## src/pitc_regs.svh

```systemverilog
// register offsets, field positions and reset values of the port control bytes
`ifndef PITC_REGS_SVH
`define PITC_REGS_SVH

`define PITC_P1_CTRL_OFS 8'h10
`define PITC_P2_CTRL_OFS 8'h20
`define PITC_P3_CTRL_OFS 8'h30
`define PITC_P4_CTRL_OFS 8'h40
`define PITC_P5_CTRL_OFS 8'h50

`define PITC_STORM_BIT 7
`define PITC_DSCP_BIT 6
`define PITC_PCP_BIT 5
`define PITC_PRIO_HI 4
`define PITC_PRIO_LO 3
`define PITC_INS_BIT 2
`define PITC_REM_BIT 1

`define PITC_CTRL_RST 8'h00
`define PITC_CTRL_WMASK 8'hfe

`define PITC_RESP_OKAY 2'h0
`define PITC_RESP_SLVERR 2'h2

`define PITC_NPORTS 5
`define PITC_VID_W 12

`endif

```

## src/pitc_pkg.sv

```systemverilog
// types shared by the port ingress priority and tag control logic
package pitc_pkg;

   typedef struct packed {
      logic storm_en;
      logic dscp_en;
      logic pcp_en;
      logic [1:0] prio;
      logic tag_ins;
      logic tag_rem;
      logic rsvd;
   } pitc_ctrl_t;

   // one ingress frame as seen by the classifiers
   typedef struct packed {
      logic vld;
      logic bcast;
      logic pcp_hit;
      logic [1:0] pcp_prio;
      logic dscp_hit;
      logic [1:0] dscp_prio;
   } pitc_ing_t;

   typedef struct packed {
      logic vld;
      logic [1:0] prio;
      logic storm_chk;
   } pitc_cls_t;

   // one frame about to leave a port
   typedef struct packed {
      logic vld;
      logic rx_tagged;
      logic [2:0] src_port;
   } pitc_egr_t;

   typedef struct packed {
      logic vld;
      logic insert;
      logic strip;
      logic [11:0] vid;
   } pitc_edit_t;

endpackage

```

## src/pitc_port_ctl.sv

```systemverilog
// per-port priority classification and egress tag edit decision
`timescale 1ns/1ps
`include "pitc_regs.svh"

module pitc_port_ctl
#(
   parameter int NPORTS = `PITC_NPORTS
)
(
   // clock and reset
   input wire logic core_clk,
   input wire logic srst,
   // control byte of this port
   input wire pitc_pkg::pitc_ctrl_t ctrl,
   // ingress side
   input wire pitc_pkg::pitc_ing_t ing,
   output pitc_pkg::pitc_cls_t cls,
   // egress side
   input wire pitc_pkg::pitc_egr_t egr,
   input wire logic [NPORTS*`PITC_VID_W-1:0] vid_tbl,
   output pitc_pkg::pitc_edit_t edit
);
   import pitc_pkg::*;

   logic pcp_use;
   logic dscp_use;
   logic [1:0] prio_nxt;
   logic [`PITC_VID_W-1:0] vid_sel;

   assign pcp_use = ctrl.pcp_en && ing.pcp_hit;
   assign dscp_use = ctrl.dscp_en && ing.dscp_hit;

   // both classifiers merge by OR, port default only as fallback
   always_comb
   begin
      if (pcp_use && dscp_use)
         prio_nxt = ing.pcp_prio | ing.dscp_prio;
      else if (pcp_use)
         prio_nxt = ing.pcp_prio;
      else if (dscp_use)
         prio_nxt = ing.dscp_prio;
      else
         prio_nxt = ctrl.prio;
   end

   always_ff @(posedge core_clk)
   begin
      if (srst)
         cls <= '0;
      else
      begin
         cls.vld <= ing.vld;
         cls.prio <= ing.vld ? prio_nxt : 2'h0;
         cls.storm_chk <= ing.vld && ing.bcast && ctrl.storm_en;
      end
   end

   // out-of-range source ports give vid zero rather than wrapping
   always_comb
   begin
      vid_sel = '0;
      for (int k = 0; k < NPORTS; k++)
         if (egr.src_port == k[2:0])
            vid_sel = vid_tbl[k*`PITC_VID_W +: `PITC_VID_W];
   end

   always_ff @(posedge core_clk)
   begin
      if (srst)
         edit <= '0;
      else
      begin
         edit.vld <= egr.vld;
         edit.insert <= egr.vld && ctrl.tag_ins && !egr.rx_tagged;
         edit.strip <= egr.vld && ctrl.tag_rem && egr.rx_tagged;
         edit.vid <= (egr.vld && !egr.rx_tagged) ? vid_sel : '0;
      end
   end

   AST_STORM_GATE: assert property (@(posedge core_clk) disable iff (srst)
      ing.vld |=> cls.storm_chk == $past(ctrl.storm_en && ing.bcast))
      else $error("storm check does not follow enable and broadcast");
   AST_DSCP_ONLY: assert property (@(posedge core_clk) disable iff (srst)
      ing.vld && dscp_use && !pcp_use |=> cls.vld && cls.prio == $past(ing.dscp_prio))
      else $error("dscp priority not applied");
   AST_PCP_ONLY: assert property (@(posedge core_clk) disable iff (srst)
      ing.vld && pcp_use && !dscp_use |=> cls.vld && cls.prio == $past(ing.pcp_prio))
      else $error("802.1p priority not applied");
   AST_PORT_DEFAULT: assert property (@(posedge core_clk) disable iff (srst)
      ing.vld && !(ctrl.pcp_en && ing.pcp_hit) && !(ctrl.dscp_en && ing.dscp_hit)
      |=> cls.prio == $past(ctrl.prio))
      else $error("port default priority not applied");
   AST_OR_MERGE: assert property (@(posedge core_clk) disable iff (srst)
      ing.vld && ctrl.pcp_en && ing.pcp_hit && ctrl.dscp_en && ing.dscp_hit
      |=> cls.prio == ($past(ing.pcp_prio) | $past(ing.dscp_prio)))
      else $error("merged priority is not the or of both");
   AST_INSERT_UNTAGGED: assert property (@(posedge core_clk) disable iff (srst)
      egr.vld && !egr.rx_tagged && ctrl.tag_ins |=> edit.insert && edit.vid == $past(vid_sel))
      else $error("untagged frame missed its tag");
   AST_NO_DOUBLE_TAG: assert property (@(posedge core_clk) disable iff (srst)
      egr.vld && egr.rx_tagged |=> !edit.insert)
      else $error("tagged frame given a second tag");
   AST_STRIP_TAGGED: assert property (@(posedge core_clk) disable iff (srst)
      egr.vld && egr.rx_tagged && ctrl.tag_rem |=> edit.strip)
      else $error("tag not stripped");
   AST_KEEP_UNTAGGED: assert property (@(posedge core_clk) disable iff (srst)
      egr.vld && !egr.rx_tagged && !ctrl.tag_ins |=> !edit.strip && !edit.insert)
      else $error("untagged frame was modified");

endmodule

```

## src/pitc_top.sv

```systemverilog
// port control bytes behind an axi4-lite slave, driving the per-port classifiers
`timescale 1ns/1ps
`include "pitc_regs.svh"

module pitc_top
#(
   parameter int NPORTS = `PITC_NPORTS,
   parameter int ADDR_W = 8
)
(
   // clock and reset
   input wire logic core_clk,
   input wire logic srst,
   // axi4-lite write address
   input wire logic awvalid,
   output logic awready,
   input wire logic [ADDR_W-1:0] awaddr,
   input wire logic [2:0] awprot,
   // axi4-lite write data
   input wire logic wvalid,
   output logic wready,
   input wire logic [31:0] wdata,
   input wire logic [3:0] wstrb,
   // axi4-lite write response
   output logic bvalid,
   input wire logic bready,
   output logic [1:0] bresp,
   // axi4-lite read address
   input wire logic arvalid,
   output logic arready,
   input wire logic [ADDR_W-1:0] araddr,
   input wire logic [2:0] arprot,
   // axi4-lite read data
   output logic rvalid,
   input wire logic rready,
   output logic [31:0] rdata,
   output logic [1:0] rresp,
   // ingress classification per port
   input wire pitc_pkg::pitc_ing_t [NPORTS-1:0] ing_desc,
   output pitc_pkg::pitc_cls_t [NPORTS-1:0] cls_res,
   // egress tag editing per port
   input wire pitc_pkg::pitc_egr_t [NPORTS-1:0] egr_desc,
   input wire logic [NPORTS*`PITC_VID_W-1:0] port_default_vlan_id,
   output pitc_pkg::pitc_edit_t [NPORTS-1:0] edit_res,
   // storm limiter enables
   output logic [NPORTS-1:0] storm_guard_en
);
   import pitc_pkg::*;

   localparam logic [7:0] OFS_TBL [5] = '{`PITC_P1_CTRL_OFS, `PITC_P2_CTRL_OFS,
      `PITC_P3_CTRL_OFS, `PITC_P4_CTRL_OFS, `PITC_P5_CTRL_OFS};

   pitc_ctrl_t [NPORTS-1:0] ctrl_r;

   logic aw_held_r;
   logic w_held_r;
   logic [ADDR_W-1:0] waddr_r;
   logic [31:0] wdata_r;
   logic [3:0] wstrb_r;
   logic bvalid_r;
   logic [1:0] bresp_r;
   logic rvalid_r;
   logic [31:0] rdata_r;
   logic [1:0] rresp_r;

   logic aw_fire;
   logic w_fire;
   logic ar_fire;
   logic do_wr;
   logic wr_hit;
   logic [2:0] wr_idx;
   logic rd_hit;
   logic [2:0] rd_idx;

   // word decode; low two address bits ignored, upper bits must match
   function automatic logic [3:0] pitc_decode(input logic [ADDR_W-1:0] a);
      logic [3:0] res;
      res = 4'h0;
      for (int k = 0; k < NPORTS; k++)
         if (a[ADDR_W-1:2] == (ADDR_W-2)'(OFS_TBL[k][7:2]))
            res = {1'b1, k[2:0]};
      return res;
   endfunction

   assign aw_fire = awvalid && awready;
   assign w_fire = wvalid && wready;
   assign ar_fire = arvalid && arready;

   // one write at a time: no new address or data until the response is taken
   assign awready = !aw_held_r && !bvalid_r;
   assign wready = !w_held_r && !bvalid_r;
   assign arready = !rvalid_r;
   assign do_wr = aw_held_r && w_held_r && !bvalid_r;

   assign {wr_hit, wr_idx} = pitc_decode(waddr_r);
   assign {rd_hit, rd_idx} = pitc_decode(araddr);

   assign bvalid = bvalid_r;
   assign bresp = bresp_r;
   assign rvalid = rvalid_r;
   assign rdata = rdata_r;
   assign rresp = rresp_r;

   // write address capture
   always_ff @(posedge core_clk)
   begin
      if (srst)
      begin
         aw_held_r <= 1'b0;
         waddr_r <= '0;
      end
      else if (aw_fire)
      begin
         aw_held_r <= 1'b1;
         waddr_r <= awaddr;
      end
      else if (do_wr)
         aw_held_r <= 1'b0;
   end

   // write data capture
   always_ff @(posedge core_clk)
   begin
      if (srst)
      begin
         w_held_r <= 1'b0;
         wdata_r <= '0;
         wstrb_r <= '0;
      end
      else if (w_fire)
      begin
         w_held_r <= 1'b1;
         wdata_r <= wdata;
         wstrb_r <= wstrb;
      end
      else if (do_wr)
         w_held_r <= 1'b0;
   end

   // write response
   always_ff @(posedge core_clk)
   begin
      if (srst)
      begin
         bvalid_r <= 1'b0;
         bresp_r <= `PITC_RESP_OKAY;
      end
      else if (do_wr)
      begin
         bvalid_r <= 1'b1;
         bresp_r <= wr_hit ? `PITC_RESP_OKAY : `PITC_RESP_SLVERR;
      end
      else if (bready)
         bvalid_r <= 1'b0;
   end

   // control bytes; bit 0 is not kept and reads zero
   for (genvar i = 0; i < NPORTS; i++)
   begin : g_port
      always_ff @(posedge core_clk)
      begin
         if (srst)
            ctrl_r[i] <= `PITC_CTRL_RST;
         else if (do_wr && wr_hit && wr_idx == 3'(i) && wstrb_r[0])
            ctrl_r[i] <= wdata_r[7:0] & `PITC_CTRL_WMASK;
      end

      assign storm_guard_en[i] = ctrl_r[i][`PITC_STORM_BIT];

      pitc_port_ctl #(.NPORTS(NPORTS)) u_port
      (
         .core_clk(core_clk),
         .srst(srst),
         .ctrl(ctrl_r[i]),
         .ing(ing_desc[i]),
         .cls(cls_res[i]),
         .egr(egr_desc[i]),
         .vid_tbl(port_default_vlan_id),
         .edit(edit_res[i])
      );

      AST_RESET_CLEARS: assert property (@(posedge core_clk) disable iff (srst)
         $past(srst) |-> ctrl_r[i] == `PITC_CTRL_RST)
         else $error("control byte not zero after reset");

      AST_WRITE_LANDS: assert property (@(posedge core_clk) disable iff (srst)
         do_wr && wr_hit && wr_idx == 3'(i) && wstrb_r[0]
         |=> ctrl_r[i] == ($past(wdata_r[7:0]) & `PITC_CTRL_WMASK))
         else $error("register write did not land");

      AST_HOLD_NO_WRITE: assert property (@(posedge core_clk) disable iff (srst)
         !(do_wr && wr_hit && wr_idx == 3'(i)) |=> $stable(ctrl_r[i]))
         else $error("control byte changed without a write");

      AST_STORM_PIN: assert property (@(posedge core_clk) disable iff (srst)
         do_wr && wr_hit && wr_idx == 3'(i) && wstrb_r[0]
         |=> storm_guard_en[i] == $past(wdata_r[`PITC_STORM_BIT]))
         else $error("storm guard enable does not follow its bit");

      AST_CLASS_BITS: assert property (@(posedge core_clk) disable iff (srst)
         do_wr && wr_hit && wr_idx == 3'(i) && wstrb_r[0]
         |=> ctrl_r[i].dscp_en == $past(wdata_r[`PITC_DSCP_BIT])
         && ctrl_r[i].pcp_en == $past(wdata_r[`PITC_PCP_BIT]))
         else $error("classifier enable bits not stored");

      AST_PRIO_FIELD: assert property (@(posedge core_clk) disable iff (srst)
         do_wr && wr_hit && wr_idx == 3'(i) && wstrb_r[0]
         |=> ctrl_r[i].prio == $past(wdata_r[`PITC_PRIO_HI:`PITC_PRIO_LO]))
         else $error("port priority field not stored");

      AST_TAG_BITS: assert property (@(posedge core_clk) disable iff (srst)
         do_wr && wr_hit && wr_idx == 3'(i) && wstrb_r[0]
         |=> ctrl_r[i].tag_ins == $past(wdata_r[`PITC_INS_BIT])
         && ctrl_r[i].tag_rem == $past(wdata_r[`PITC_REM_BIT]))
         else $error("tag insert or remove bit not stored");

      AST_STRB_LOW_IGNORED: assert property (@(posedge core_clk) disable iff (srst)
         do_wr && !wstrb_r[0] |=> $stable(ctrl_r[i]))
         else $error("write with low byte strobe clear changed a control byte");

      AST_READ_RETURNS: assert property (@(posedge core_clk) disable iff (srst)
         ar_fire && rd_hit && rd_idx == 3'(i)
         |=> rdata == {24'h0, $past(ctrl_r[i])})
         else $error("read data is not the addressed control byte");
   end

   // read path; data taken at the address handshake
   always_ff @(posedge core_clk)
   begin
      if (srst)
      begin
         rvalid_r <= 1'b0;
         rdata_r <= '0;
         rresp_r <= `PITC_RESP_OKAY;
      end
      else if (ar_fire)
      begin
         rvalid_r <= 1'b1;
         rdata_r <= rd_hit ? {24'h0, ctrl_r[rd_idx]} : 32'h0;
         rresp_r <= rd_hit ? `PITC_RESP_OKAY : `PITC_RESP_SLVERR;
      end
      else if (rready)
         rvalid_r <= 1'b0;
   end

   AST_B_AFTER_BOTH: assert property (@(posedge core_clk) disable iff (srst)
      do_wr |=> bvalid && !aw_held_r && !w_held_r)
      else $error("write response not raised after address and data");
   AST_B_HOLDS: assert property (@(posedge core_clk) disable iff (srst)
      bvalid && !bready |=> bvalid && $stable(bresp))
      else $error("write response dropped before bready");
   AST_R_ONE_CYCLE: assert property (@(posedge core_clk) disable iff (srst)
      ar_fire |=> rvalid && rdata[31:8] == 24'h0)
      else $error("read answer late or upper bits set");
   AST_R_HOLDS: assert property (@(posedge core_clk) disable iff (srst)
      rvalid && !rready |=> rvalid && $stable(rdata) && $stable(rresp))
      else $error("read answer changed before rready");
   AST_NO_AW_WHILE_B: assert property (@(posedge core_clk) disable iff (srst)
      bvalid |-> !awready && !wready)
      else $error("new write accepted while a response is pending");
   AST_RSVD_ZERO: assert property (@(posedge core_clk) disable iff (srst)
      rvalid |-> rdata[0] == 1'b0)
      else $error("bit 0 reads non zero");

   // ready must be up on the first cycle after release, or the first request stalls
   AST_READY_AFTER_RESET: assert property (@(posedge core_clk)
      $fell(srst)
      |-> awready && wready && arready && !bvalid && !rvalid)
      else $error("bus not idle and ready after reset");

   AST_B_DROPS: assert property (@(posedge core_clk) disable iff (srst)
      bvalid && bready
      |=> !bvalid)
      else $error("write response stayed after it was taken");

   AST_R_DROPS: assert property (@(posedge core_clk) disable iff (srst)
      rvalid && rready
      |=> !rvalid)
      else $error("read answer stayed after it was taken");

   AST_BAD_WR_RESP: assert property (@(posedge core_clk) disable iff (srst)
      do_wr && !wr_hit
      |=> bresp == `PITC_RESP_SLVERR)
      else $error("unmapped write not answered with slave error");

   AST_GOOD_WR_RESP: assert property (@(posedge core_clk) disable iff (srst)
      do_wr && wr_hit
      |=> bresp == `PITC_RESP_OKAY)
      else $error("mapped write not answered okay");

   AST_BAD_RD_RESP: assert property (@(posedge core_clk) disable iff (srst)
      ar_fire && !rd_hit
      |=> rresp == `PITC_RESP_SLVERR && rdata == 32'h0)
      else $error("unmapped read not answered with slave error and zero");

   AST_GOOD_RD_RESP: assert property (@(posedge core_clk) disable iff (srst)
      ar_fire && rd_hit
      |=> rresp == `PITC_RESP_OKAY)
      else $error("mapped read not answered okay");

endmodule

```

## config.mk

```make
export PLATFORM = sky130hd
export DESIGN_NAME = pitc_top
export DESIGN_NICKNAME = d
export VERILOG_FILES = /design/src/pitc_pkg.sv /design/src/pitc_port_ctl.sv /design/src/pitc_top.sv
export VERILOG_INCLUDE_DIRS = /design/src
export SDC_FILE = /design/constraint.sdc
export NUM_CORES = 1
export LEC_CHECK = 0
export BUFFER_PORTS_ARGS = -buffer_cell sky130_fd_sc_hd__buf_4
export CAP_MARGIN = 20
export CORE_ASPECT_RATIO = 0.6
export CORE_MARGIN = 5
export CORE_UTILIZATION = 42
export CTS_BUF_LIST = sky130_fd_sc_hd__clkbuf_4 sky130_fd_sc_hd__clkbuf_8
export CTS_CLUSTER_SIZE = 8
export DETAILED_ROUTE_END_ITERATION = 7
export PLACE_DENSITY = 0.73
export REMOVE_ABC_BUFFERS = 1
export SLEW_MARGIN = 25
export SYNTH_ARGS = -nofsm -noshare
export SYNTH_HDL_FRONTEND = slang
export SYNTH_SLANG_ARGS = --single-unit
```

## constraint.sdc

```tcl
create_clock -name core_clk -period 3.13 [get_ports core_clk]
set_input_delay 0 -clock core_clk [delete_from_list [all_inputs] [get_ports core_clk]]
set_output_delay 0 -clock core_clk [all_outputs]
set_load 0.005 [all_outputs]
```

### Yosys cells after proc, flatten, opt, wreduce, memory -nomap -nowiden

Index checks and enable logic that the tools add are counted.

| storage, ports and cells | value |
|---|---|
| register bits after elaboration | 187 |
| bits of input ports | 190 |
| output and inout port bits | 141 |
| logic and storage cells | 284 |

| cells by class | value |
|---|---|
| magnitude comparators | 1 |
| equal/unequal tests | 34 |
| mux-type cells | 62 |
| bitwise operators | 15 |
| reduce and logical (&&, ||, !) cells | 97 |

Operators with widths:

| cell | number |
|---|---|
| 12-bit two-way mux | 25 |
| 1-bit logical AND | 68 |
| 4-bit two-way mux | 10 |
| 3-bit by 2-bit equality test with 1-bit output, second input constant | 12 |
| 2-bit two-way mux | 17 |
| 8-bit binary-select mux with 3-bit select | 1 |
| 6-bit by 4-bit equality test with 1-bit output, second input constant | 4 |
| 6-bit by 5-bit equality test with 1-bit output, second input constant | 4 |
| 2-bit OR reduction | 10 |
| 3-bit by 1-bit equality test with 1-bit output, second input constant | 6 |
| 3-bit equality test, second input constant | 6 |
| 3-bit logical NOT | 6 |
| 8-bit two-way mux | 2 |
| 6-bit by 3-bit equality test with 1-bit output, second input constant | 2 |
| 1-bit inverter | 10 |
| 2-bit OR | 5 |
| 1-bit logical NOT | 9 |
| 2-bit nonzero test | 4 |
| 1-bit two-way mux | 7 |
| 3-bit by 4-bit < comparator with 1-bit output, second input constant | 1 |

### Longest topological paths before layout

Gate-level depths: netlist of the first run.

| depth | value |
|---|---|
| depth in word-level cells | 9 |
| mapped depth | 7 |
| mapped depth without buffers | 4 |

### Modules after synthesis

From an unflattened synthesis of the first run, not the netlist that was laid out.

| second synthesis, totals | value |
|---|---|
| cells, all modules | 886 |
| area total of the unflattened synthesis | 8136.6 µm² |

Modules (own cells, without submodules):

| module | instances | cells each | area each (µm²) | sequential area each (µm²) |
|---|---|---|---|---|
| pitc_port_ctl | 5 | 109 | 1028.5 | 380.4 |
| pitc_top | 1 | 341 | 2994.1 | 1241.2 |

### Worst setup path after synthesis of the first run

OpenSTA, ideal clock, no wires.

| path | value |
|---|---|
| path kind | reg-to-reg |
| start | register waddr_r[7] |
| end | register ctrl_r[1] (netlist name) |
| setup time | 0.128 ns |
| arrival | 1.433 ns |
| required time | 3.002 ns |
| path slack | 1.570 ns |
| cell stages (with the launch flop) | 5 |
| buffers on the path | 0 |
| clock period less this slack | 1.560 ns |
| cells stage by stage | dfxtp_1 or3_4 nor4_4 mux2i_1 nor2_1 |

| on the way | value |
|---|---|
| cells in the longest elaborated chain, start to end | 9 |
| elaborated cells on any way between the ends | 14 |
| those cells by class | 5 x eq/ne; 5 x mux; 4 x reduce/logical |

Ends and longest elaborated chain:

| what | RTL line | text |
|---|---|---|
| start: declaration | pitc_top.sv:57 | `logic [ADDR_W-1:0] waddr_r;` |
| start signal: assignment | pitc_top.sv:115 | `waddr_r <= awaddr;` |
| 6-bit by 3-bit equality test with 1-bit output | pitc_top.sv:80 | `if (a[ADDR_W-1:2] == (ADDR_W-2)'(OFS_TBL[k][7:2]))` |
| 4-bit two-way mux (4 in a row) | pitc_top.sv:80 |  |
| 4-bit two-way mux (*) | pitc_top.sv:80 |  |
| 1-bit logical AND | pitc_top.sv:164 | `else if (do_wr && wr_hit && wr_idx == 3'(i) && wstrb_r[0])` |
| 1-bit logical AND (*) (2 in a row) | pitc_top.sv:164 |  |
| end signal: indexed assignment | pitc_top.sv:163 | `` ctrl_r[i] <= `PITC_CTRL_RST; `` |
| end signal: indexed assignment | pitc_top.sv:165 | `` ctrl_r[i] <= wdata_r[7:0] & `PITC_CTRL_WMASK; `` |
| end: declaration | pitc_top.sv:53 | `pitc_ctrl_t [NPORTS-1:0] ctrl_r;` |

Every way passes the cells marked *; elsewhere a longest branch is shown, timed or not.
A chain may end at the register's enable or synchronous reset.

### Final worst setup path of the first run

| path | value |
|---|---|
| start | input port egr_desc[22] (netlist name) |
| end | register g_port[4].u_port.edit[0] (netlist name) |

| on the way | value |
|---|---|
| cells in the longest elaborated chain, start to end | 6 |
| elaborated cells on any way between the ends | 10 |
| those cells by class | 4 x eq/ne; 5 x mux; 1 x reduce/logical |

Ends and longest elaborated chain:

| what | RTL line | text |
|---|---|---|
| start: declaration | pitc_top.sv:42 | `input wire pitc_pkg::pitc_egr_t [NPORTS-1:0] egr_desc,` |
| 3-bit logical NOT | pitc_port_ctl.sv:63 | `if (egr.src_port == k[2:0])` |
| 12-bit two-way mux (4 in a row) | pitc_port_ctl.sv:63 |  |
| 12-bit two-way mux (*) | pitc_port_ctl.sv:63 |  |
| end: declaration | pitc_port_ctl.sv:21 | `output pitc_pkg::pitc_edit_t edit` |

Marks and branches as above.

==> results of run 1 <==
==> cell type report <==
cell class                 count  area [sq um]  share of cell area [%]
clock buffer                  19           262                    2.27
clock inverter                11           120                    1.04
inverter                      21          78.8                   0.685
multi-input combinational    601          4270                    37.1
sequential                   157          3140                    27.3
tap                          240           300                    2.61
timing repair buffer         401          3330                    29.0
==> critical path, stage by stage <==
cell	delay, ns
dlygate4sd3_1	0.55
buf_4	0.22
nor3b_1	0.74
buf_4	0.32
a2bb2oi_1	0.11
a211oi_1	0.24
dlygate4sd3_1	0.59
==> registers in the layout, indices dropped and copies added (netlist names) <==
name / flops
g_port.u_port.edit: 75
ctrl_r: 30
g_port.u_port.cls: 20
rdata: 7
wdata_r: 7
waddr_r: 6
storm_guard_en: 5
aw_held_r: 1
bresp: 1
bvalid: 1
rresp: 1
rvalid: 1
w_held_r: 1
wstrb_r: 1
==> power groups by stage <==
stage	logic, uW	registers (uW)	clock network, uW
after floorplan	314	2110	0
after global placement	713	2120	0
after detailed placement	723	2120	0
after CTS	830	2080	1540
after global routing	914	2080	1640
final	857	2080	1510
==> timing repair <==
action,4_1_cts,5_1_grt
hold buffers,129,0
hold endpoints to repair,112,0
setup endpoints to repair,0,0
==> per-layer routing <==
metal  global-route usage (%)  wire length (um)  vias to the layer above
li1                         -                 -                     3769
met1                     40.0             13800                     3879
met2                     40.1             12800                      576
met3                     10.2              4100                       65
met4                     9.50               695                        0
met5                        0                 0                        -
==> through the flow <==
stage | cells | setup slack [ns]
5_1_grt | 1450 | 0.772
2_1_floorplan | 779 | 1.50
3_3_place_gp | 1291 | 1.15
4_1_cts | 1450 | 0.942
3_5_place_dp | 1291 | 1.05
6_report | 1450 | 0.764
==> cell usage in the layout (no fill, tap or decap), types with 21 or more instances in the layout <==
| cell type | instances |
|---|---|
| dfxtp_1 | 157 |
| nand3_1 | 30 |
| inv_1 | 21 |
| nor2b_1 | 25 |
| a2bb2oi_1 | 44 |
| nand2_1 | 31 |
| conb_1 | 27 |
| mux4_2 | 22 |
| mux2i_1 | 79 |
| dlygate4sd3_1 | 129 |
| nor2_1 | 115 |
| a22oi_1 | 36 |
| a211oi_1 | 40 |
| buf_4 | 272 |
==> worst min path at each step <==
stage / slack (ns) / end / depth (start not counted) / from
6_report: 0.03 / g_port[2].u_port.edit[6]$_SDFF_PP0_ / 4 / port_default_vlan_id[42]
3_5_place_dp: 0.20 / rvalid$_SDFFE_PP0P_ / 2 / rready
3_3_place_gp: 0.19 / rvalid$_SDFFE_PP0P_ / 2 / rready
4_1_cts: 0.003 / g_port[3].u_port.edit[10]$_SDFF_PP0_ / 4 / port_default_vlan_id[10]
2_1_floorplan: 0.07 / bvalid$_SDFFE_PP0P_ / 1 / srst
5_1_grt: 0.03 / g_port[2].u_port.edit[9]$_SDFF_PP0_ / 4 / port_default_vlan_id[9]
==> cells by family after synthesis <==
group           share of synthesized area, %
simple gates                            17.7
compound gates                          18.7
flops                                   39.9
buf+inv                                 7.04
mux                                     16.3
xor+xnor                               0.207
other cells                           0.0477
==> impl_metrics.env, run 1 <==
export IMPL_run_status="completed"
export IMPL_synthesis_area_per_instance_sq_um=9.35
export IMPL_critical_path_reg2reg_startpoint="waddr_r[7]$_SDFFE_PP0P_"
export IMPL_min_period_over_period_pct=75.6
export IMPL_global_route_wire_length_before_repair_um=47300
export IMPL_grt_antenna_before_repair=0
export IMPL_place_hpwl_um=21600
export IMPL_crit_path_end="g_port[4].u_port.edit[0]$_SDFF_PP0_"
export IMPL_worst_setup_path_startpoint="egr_desc[22]"
export IMPL_detailedRoute_firstPassIterationCount=6
export IMPL_floorplan_initialDensity_pct=43.1
export IMPL_critical_path_peak_fanout=15
export IMPL_synth_enable_flop_cells=0
export IMPL_internal_power_uw=3220
export IMPL_worst_setup_path_class="in2reg"
export IMPL_clkTransAtPathRegs_ns=0.07
export IMPL_synth_yosys_warnings=0
export IMPL_pwr_share_seq_pct=46.8
export IMPL_detailroute_via_count=8289
export IMPL_groute_usage_overall_pct=28.3
export IMPL_crit_required_ns=3.54
export IMPL_core_region_area_sq_um=18300
export IMPL_combPwrFrac_pct=19.3
export IMPL_synth_largest_type_area_fraction_pct=39.9
export IMPL_avgViaCountPerCell=5.72
export IMPL_totalPowerFinal_uw=4450
export IMPL_critical_path_reg2reg_endpoint="ctrl_r[36]$_SDFFE_PP0P_"
export IMPL_synth_async_sr_flop_share_pct=0
export IMPL_clock_sink_total=157
export IMPL_yosysSeqAreaShare_pct=39.9
export IMPL_max_vdd_ir_drop_mv=0.278
export IMPL_clock_latency_on_the_worst_skew_pair_ns=0.47
export IMPL_postSynthCellCount=842
export IMPL_pin_count_of_the_biggest_net_entering_global_routing=50
export IMPL_netSwitchingFraction_pct=27.6
export IMPL_dieWidth_um=187
export IMPL_finalSetupViolations=0
export IMPL_areaGrowthSynthToFinish_pct=46.2
export IMPL_cts_post_setup_buffers_inserted=0
export IMPL_number_of_buffers_inserted_by_port_buffering=265
export IMPL_gr_total_overflow=0
export IMPL_remaining_drc_errors=0
export IMPL_maxCapViolations=0
export IMPL_worstPathArrival_ns=2.77
export IMPL_top_area_cells_in_the_synthesized_netlist="dfxtp_1 (40%), mux2i_1 (10%), mux4_2 (6.3%)"
export IMPL_cts_resized=0
export IMPL_routed_wire_per_std_cell_um=21.7
export IMPL_synth_seq_cells=157
export IMPL_insertedDiodeCount=0
export IMPL_ys_top_cells_by_count="dfxtp_1 (157), nor2_1 (115), mux2i_1 (79), a2bb2oi_1 (44), clkbuf_1 (41)"
export IMPL_dieHeight_um=116
export IMPL_cts_made_buffers=17
export IMPL_filler_instances=1479
export IMPL_fmaxAchievable_mhz=423
export IMPL_power_switching_uw=1230
export IMPL_wl_um=31500
export IMPL_worst_slew_margin_rel_pct=28.1
export IMPL_drv_slew=0
export IMPL_syn_cell_area_sq_um=7870
export IMPL_synth_cell_type_count=43
export IMPL_dpl_instance_area_sq_um=9830
export IMPL_die_area_sq_um=21700
export IMPL_clock_power_share_pct=34.0
export IMPL_yosysMostFrequentCell="dfxtp_1"
export IMPL_power_leakage_uw=0.00507
export IMPL_rrSetupSlack_ns=1.05
export IMPL_hold_path_class="in2reg"
export IMPL_share_of_the_core_filled_with_cells_pct=63.0
export IMPL_fin_setup_tns_ns=0
export IMPL_final_period_minus_worst_setup_slack_ns=2.37
export IMPL_cts_tree="yes"
export IMPL_ys_dominant_reg_cell="dfxtp_1"
export IMPL_synth_largest_area_cell="dfxtp_1"
export IMPL_grt_setup_unrepaired="no"
export IMPL_reg2regPathDepth=4
export IMPL_finalNetCount=1389
export IMPL_grt_pass1_vias=8068
export IMPL_setup_worst_path_start_class="input port"
export IMPL_ant_nets_after_route=0
export IMPL_finalHoldViolations=0
export IMPL_final_setup_skew_ns=0.00858
export IMPL_boundaryPins=331
export IMPL_dr_first_iter_drc_count=821
export IMPL_cts_max_path_buffers=2
export IMPL_num_rows=38
export IMPL_routabilityCongestion=0.962
export IMPL_clockRootBuffer="clkbuf_8"
export IMPL_layout_cell_area_excl_fill_sq_um=11500
export IMPL_powerDensity_nw_per_um2=386
export IMPL_layout_cells_sized_above_1_pct=27.6
export IMPL_whs_ns=0.0341
export IMPL_maximum_level_of_the_cts_h_tree=4
export IMPL_cp_end_kind="flip-flop"
export IMPL_max_slew_worst_pin_slew_ns=1.07
Note: power is estimated with default switching activity, not from simulation.
==> run 2, diff against run 1 <==
Clock period 3.13 ns to 2.3 ns, I/O delays scaled along.
==> impl_metrics.env, run 2 (synthesis results as in run 1) <==
export IMPL_max_vdd_ir_drop_mv=0.273
export IMPL_clockRootBuffer="clkbuf_8"
export IMPL_cts_resized=0
export IMPL_worst_setup_path_startpoint="srst"
export IMPL_global_route_wire_length_before_repair_um=46900
export IMPL_grt_pass1_vias=8151
export IMPL_worstPathArrival_ns=2.55
export IMPL_finalNetCount=1386
export IMPL_largest_incremental_delay_on_the_critical_path_ns=0.58
export IMPL_rrSetupSlack_ns=0.27
export IMPL_critical_path_peak_fanout=41
export IMPL_insertedDiodeCount=0
export IMPL_avgViaCountPerCell=5.77
export IMPL_worstPathCellList="dlygate4sd3_1 -> buf_4 -> nor2b_1 -> nand2b_1 -> a211oi_1 -> dlygate4sd3_1"
export IMPL_clock_latency_on_the_worst_skew_pair_ns=0.44
export IMPL_num_rows=38
export IMPL_maximum_level_of_the_cts_h_tree=4
export IMPL_number_of_buffers_inserted_by_port_buffering=265
export IMPL_cts_max_path_buffers=2
export IMPL_max_slew_worst_pin_slew_ns=0.990
export IMPL_cts_tree="yes"
export IMPL_groute_usage_overall_pct=27.7
export IMPL_finalHoldViolations=0
export IMPL_grt_setup_unrepaired="no"
export IMPL_crit_required_ns=2.69
export IMPL_cts_hold_buffers=117
export IMPL_largest_registers="g_port.u_port.edit: 75 flops, ctrl_r: 30 flops, g_port.u_port.cls: 20 flops"
export IMPL_run_status="completed"
export IMPL_place_hpwl_um=21800
export IMPL_largest_reg_flops=75
export IMPL_dpl_instance_area_sq_um=9900
export IMPL_hold_path_class="in2reg"
export IMPL_boundaryPins=331
export IMPL_mostFrequentLayoutCell="buf_4"
export IMPL_clock_sink_total=157
export IMPL_power_leakage_uw=0.00506
export IMPL_dieWidth_um=187
export IMPL_grt_antenna_before_repair=0
export IMPL_min_period_over_period_pct=94.1
export IMPL_gr_total_overflow=0
export IMPL_worst_setup_path_class="in2reg"
export IMPL_finalSetupViolations=0
export IMPL_final_period_minus_worst_setup_slack_ns=2.17
export IMPL_pin_count_of_the_biggest_net_entering_global_routing=42
export IMPL_fin_setup_tns_ns=0
export IMPL_critical_path_reg2reg_startpoint="ctrl_r[6]$_SDFFE_PP0P_"
export IMPL_dr_first_iter_drc_count=919
export IMPL_ant_nets_after_route=0
export IMPL_wl_um=31200
export IMPL_register_with_the_most_flip_flops="g_port.u_port.edit"
export IMPL_final_setup_skew_ns=0.0137
export IMPL_routabilityCongestion=0.965
export IMPL_worst_slew_margin_rel_pct=33.8
export IMPL_routed_wire_per_std_cell_um=21.6
export IMPL_setup_worst_path_start_class="input port"
export IMPL_cts_made_buffers=17
export IMPL_min_delay_start="port_default_vlan_id[28]"
export IMPL_layout_cell_area_excl_fill_sq_um=11500
export IMPL_fmaxAchievable_mhz=462
export IMPL_drv_slew=0
export IMPL_worst_path_max_delay_cell="dlygate4sd3_1"
export IMPL_worst_path_most_repeated_cell="dlygate4sd3_1"
export IMPL_cts_post_setup_buffers_inserted=0
export IMPL_dieHeight_um=116
export IMPL_areaGrowthSynthToFinish_pct=45.6
export IMPL_cp_end_kind="flip-flop"
export IMPL_powerDensity_nw_per_um2=528
export IMPL_remaining_drc_errors=0
export IMPL_detailedRoute_firstPassIterationCount=5
export IMPL_mostFrequentLayoutCells="buf_4 (281), dfxtp_1 (157), dlygate4sd3_1 (117), nor2_1 (115), mux2i_1 (79)"
export IMPL_core_region_area_sq_um=18300
export IMPL_detailroute_via_count=8364
export IMPL_layout_cells_sized_above_1_pct=28.5
export IMPL_filler_instances=1543
export IMPL_floorplan_initialDensity_pct=43.1
export IMPL_clkTransAtPathRegs_ns=0.10
export IMPL_die_area_sq_um=21700
export IMPL_maxCapViolations=0
[run 2: cell count changes in the layout (fill, tap and decap cells not counted), sizes merged]
cell	delta
dlygate4sd3	-12
inv	+11
buf	+9
clkinv	-5
bufinv	-2
clkbuf	-1
clkinvlp	-1
[run 2: where the power goes]
group | switching [uW] | internal [uW] | total (uW)
Clock | 1240 | 831 | 2070
Sequential | 51.6 | 2780 | 2830
Combinational | 559 | 599 | 1160
[run 2: metrics by stage]
stage / instances / utilization (%) / setup slack (ns) / hold slack (ns) / power (uW)
2_1_floorplan: 779 / - / 0.674 / 0.0691 / 3300
3_3_place_gp: 1300 / 54.2 / 0.565 / 0.190 / 3870
3_5_place_dp: 1300 / 54.2 / 0.524 / 0.193 / 3880
4_1_cts: 1449 / 62.7 / 0.217 / 0.0296 / 6060
5_1_grt: 1449 / 62.7 / 0.0699 / 0.0583 / 6290
6_report: 1449 / 62.7 / 0.135 / 0.0681 / 6050
[run 2: worst paths after layout]
kind | endpoint | cells after the start
worst max-delay path | g_port[3].u_port.edit[1]$_SDFF_PP0_ | 6
worst min-delay path | g_port[4].u_port.edit[4]$_SDFF_PP0_ | 3
worst max register to register | g_port[0].u_port.cls[2]$_SDFF_PP0_ | 4
worst min register to register | g_port[2].u_port.edit[13]$_SDFF_PP0_ | 2
[run 2: critical path, delay by kind of cell]
family	cells	cell delay [ns]
AOI/OAI and AO/OA	1	0.36
buffers and inverters	3	1.40
and+or+nand+nor	2	0.77
[run 2: layout make-up]
class | instances | area [sq um] | share of cell area (%)
inverters | 21 | 78.8 | 0.688
multi-input cells | 601 | 4270 | 37.3
repair buffers | 398 | 3280 | 28.6
clock inverters | 14 | 143 | 1.25
well taps | 240 | 300 | 2.62
clock buffers | 18 | 241 | 2.11
flip-flops and latches | 157 | 3140 | 27.4
[run 2: layer usage]
metal | global-route usage (%) | share of wire (%) | vias to the layer above
li1 | - | - | 3766
met1 | 40.2 | 44 | 3935
met2 | 39.2 | 41 | 600
met3 | 9.09 | 13 | 63
met4 | 8.03 | 1.7 | 0
met5 | 0 | 0 | -
==> run 3, diff against run 2 <==
Settings changed: CELL_PAD_IN_SITES_DETAIL_PLACEMENT set to 1, CELL_PAD_IN_SITES_GLOBAL_PLACEMENT set to 2, CORE_UTILIZATION 42 to 28, PLACE_DENSITY 0.73 to 0.82.
==> impl_metrics.env, run 3 (synthesis results as in run 1) <==
export IMPL_number_of_buffers_inserted_by_port_buffering=265
export IMPL_largest_registers="g_port.u_port.edit: 75 flops, ctrl_r: 30 flops, g_port.u_port.cls: 20 flops"
export IMPL_whs_ns=0.0533
export IMPL_groute_usage_overall_pct=22.4
export IMPL_cts_post_setup_buffers_inserted=0
export IMPL_crit_required_ns=2.73
export IMPL_largest_reg_flops=75
export IMPL_maxCapViolations=0
export IMPL_place_hpwl_um=26300
export IMPL_pin_count_of_the_biggest_net_entering_global_routing=30
export IMPL_clock_sink_total=157
export IMPL_power_leakage_uw=0.00515
export IMPL_rrSetupSlack_ns=0.35
export IMPL_finalSetupViolations=0
export IMPL_share_of_the_core_filled_with_cells_pct=42.7
export IMPL_detailroute_via_count=8301
export IMPL_max_slew_worst_pin_slew_ns=0.920
export IMPL_critical_path_reg2reg_endpoint="waddr_r[7]$_SDFFE_PP0P_"
export IMPL_register_with_the_most_flip_flops="g_port.u_port.edit"
export IMPL_num_rows=47
export IMPL_min_period_over_period_pct=92.3
export IMPL_worst_setup_path_class="in2reg"
export IMPL_worst_slew_margin_rel_pct=38.7
export IMPL_critical_path_peak_fanout=29
export IMPL_gr_total_overflow=0
export IMPL_finalNetCount=1406
export IMPL_mostFrequentLayoutCell="buf_4"
export IMPL_global_route_usage_met2_pct=33.9
export IMPL_layout_cells_sized_above_1_pct=28.5
export IMPL_routabilityCongestion=0.864
export IMPL_grt_pass1_vias=8855
export IMPL_setup_worst_path_start_class="input port"
export IMPL_cts_tree="yes"
export IMPL_drv_slew=0
export IMPL_reg2regPathDepth=5
export IMPL_floorplan_initialDensity_pct=28.5
export IMPL_ant_nets_after_route=0
export IMPL_grt_setup_unrepaired="no"
export IMPL_routed_wire_per_std_cell_um=22.8
export IMPL_core_region_area_sq_um=27600
export IMPL_dieWidth_um=226
export IMPL_worstHoldEndpoint="g_port[3].u_port.edit[8]$_SDFF_PP0_"
export IMPL_global_route_wire_length_before_repair_um=54000
export IMPL_groute_layer_met3_usage_pct=7.51
export IMPL_grt_antenna_before_repair=1
export IMPL_run_status="completed"
export IMPL_powerDensity_nw_per_um2=521
export IMPL_dieHeight_um=140
export IMPL_remaining_drc_errors=0
export IMPL_grt_busiest_layer="met2"
export IMPL_final_seq_area_sq_um=3140
export IMPL_max_vdd_ir_drop_mv=0.248
export IMPL_die_area_sq_um=31700
export IMPL_fmaxAchievable_mhz=471
export IMPL_post_route_worst_setup_slack_ns=0.177
export IMPL_min_delay_start="port_default_vlan_id[44]"
export IMPL_filler_instances=3183
export IMPL_cts_max_path_buffers=2
export IMPL_final_period_minus_worst_setup_slack_ns=2.12
export IMPL_detailedPlace_worstSlack_ns=0.563
export IMPL_worstPathArrival_ns=2.55
export IMPL_detailedRoute_firstPassIterationCount=5
export IMPL_clockRootBuffer="clkbuf_8"
export IMPL_clkTransAtPathRegs_ns=0.09
export IMPL_cp_end_kind="flip-flop"
export IMPL_final_setup_skew_ns=0.0227
export IMPL_wl_um=36400
export IMPL_hold_path_depth=4
export IMPL_finalHoldViolations=0
export IMPL_hold_path_class="in2reg"
export IMPL_placed_cells_incl_taps=1431
export IMPL_areaGrowthSynthToFinish_pct=50.0
export IMPL_boundaryPins=331
export IMPL_area_of_the_multi_input_gates_sq_um=4270
export IMPL_maximum_level_of_the_cts_h_tree=4
export IMPL_final_instance_count_excl_fill=1598
export IMPL_clock_latency_on_the_worst_skew_pair_ns=0.48
export IMPL_cts_made_buffers=17
export IMPL_avgViaCountPerCell=5.19
export IMPL_mostFrequentLayoutCells="buf_4 (285), dfxtp_1 (157), dlygate4sd3_1 (133), nor2_1 (115), mux2i_1 (79)"
export IMPL_dr_first_iter_drc_count=622
export IMPL_critical_path_reg2reg_startpoint="bvalid$_SDFFE_PP0P_"
export IMPL_gr_usage_met1_pct=30.0
export IMPL_fin_setup_tns_ns=0
==> run 3: area by class of cell <==
type                    count  area share [%]
diodes                      2          0.0424
flip-flops and latches    157            26.6
repair buffers            418            29.4
clock buffers              20            2.28
well taps                 367            3.89
multi-input cells         601            36.2
clock inverters            12           0.922
inverters                  21           0.668
==> run 3: timing repair <==
item	in CTS	in global routing
resized for setup	0	1
endpoints found under the setup margin	0	1
hold buffers	133	0
endpoints found under the hold margin	117	0
==> run 3: through the flow <==
stage               total power (uW)  area (sq um)
floorplan                       3300          7490
global placement                3910         10100
detailed placement              3930         10100
CTS                             6190         11800
global route                    6420         11800
finish                          6150         11800
==> run 3: critical path, stage by stage <==
cell and delay (ns):
dlygate4sd3_1 0.55, buf_4 0.26, nor2b_1 0.23, nand2b_1 0.52, a211oi_1 0.37, dlygate4sd3_1 0.59
==> run 3: where the power goes <==
group | switching (uW) | internal [uW] | total, uW
clock | 1160 | 932 | 2100
sequential | 53.8 | 2780 | 2830
combinational | 596 | 626 | 1220
total | 1810 | 4330 | 6150
==> run 3: per-layer routing <==
| layer | vias up | wire, um |
|---|---|---|
| met5 | - | 0 |
| met4 | 0 | 1150 |
| met3 | 77 | 3520 |
| met2 | 368 | 15900 |
| met1 | 4062 | 15800 |
| li1 | 3794 | - |
==> run 3: how the worst max path moves through the flow <==
stage,cells after the start,slack (ns),startpoint,endpoint
6_report,6,0.18,srst,g_port[4].u_port.edit[0]$_SDFF_PP0_
5_1_grt,6,0.07,srst,g_port[4].u_port.edit[0]$_SDFF_PP0_
4_1_cts,6,0.27,srst,g_port[4].u_port.edit[0]$_SDFF_PP0_
3_5_place_dp,5,0.56,araddr[7],rdata[2]$_SDFFE_PP0P_
3_3_place_gp,5,0.62,araddr[7],rdata[2]$_SDFFE_PP0P_
2_1_floorplan,4,0.67,waddr_r[7]$_SDFFE_PP0P_,ctrl_r[33]$_SDFFE_PP0P_
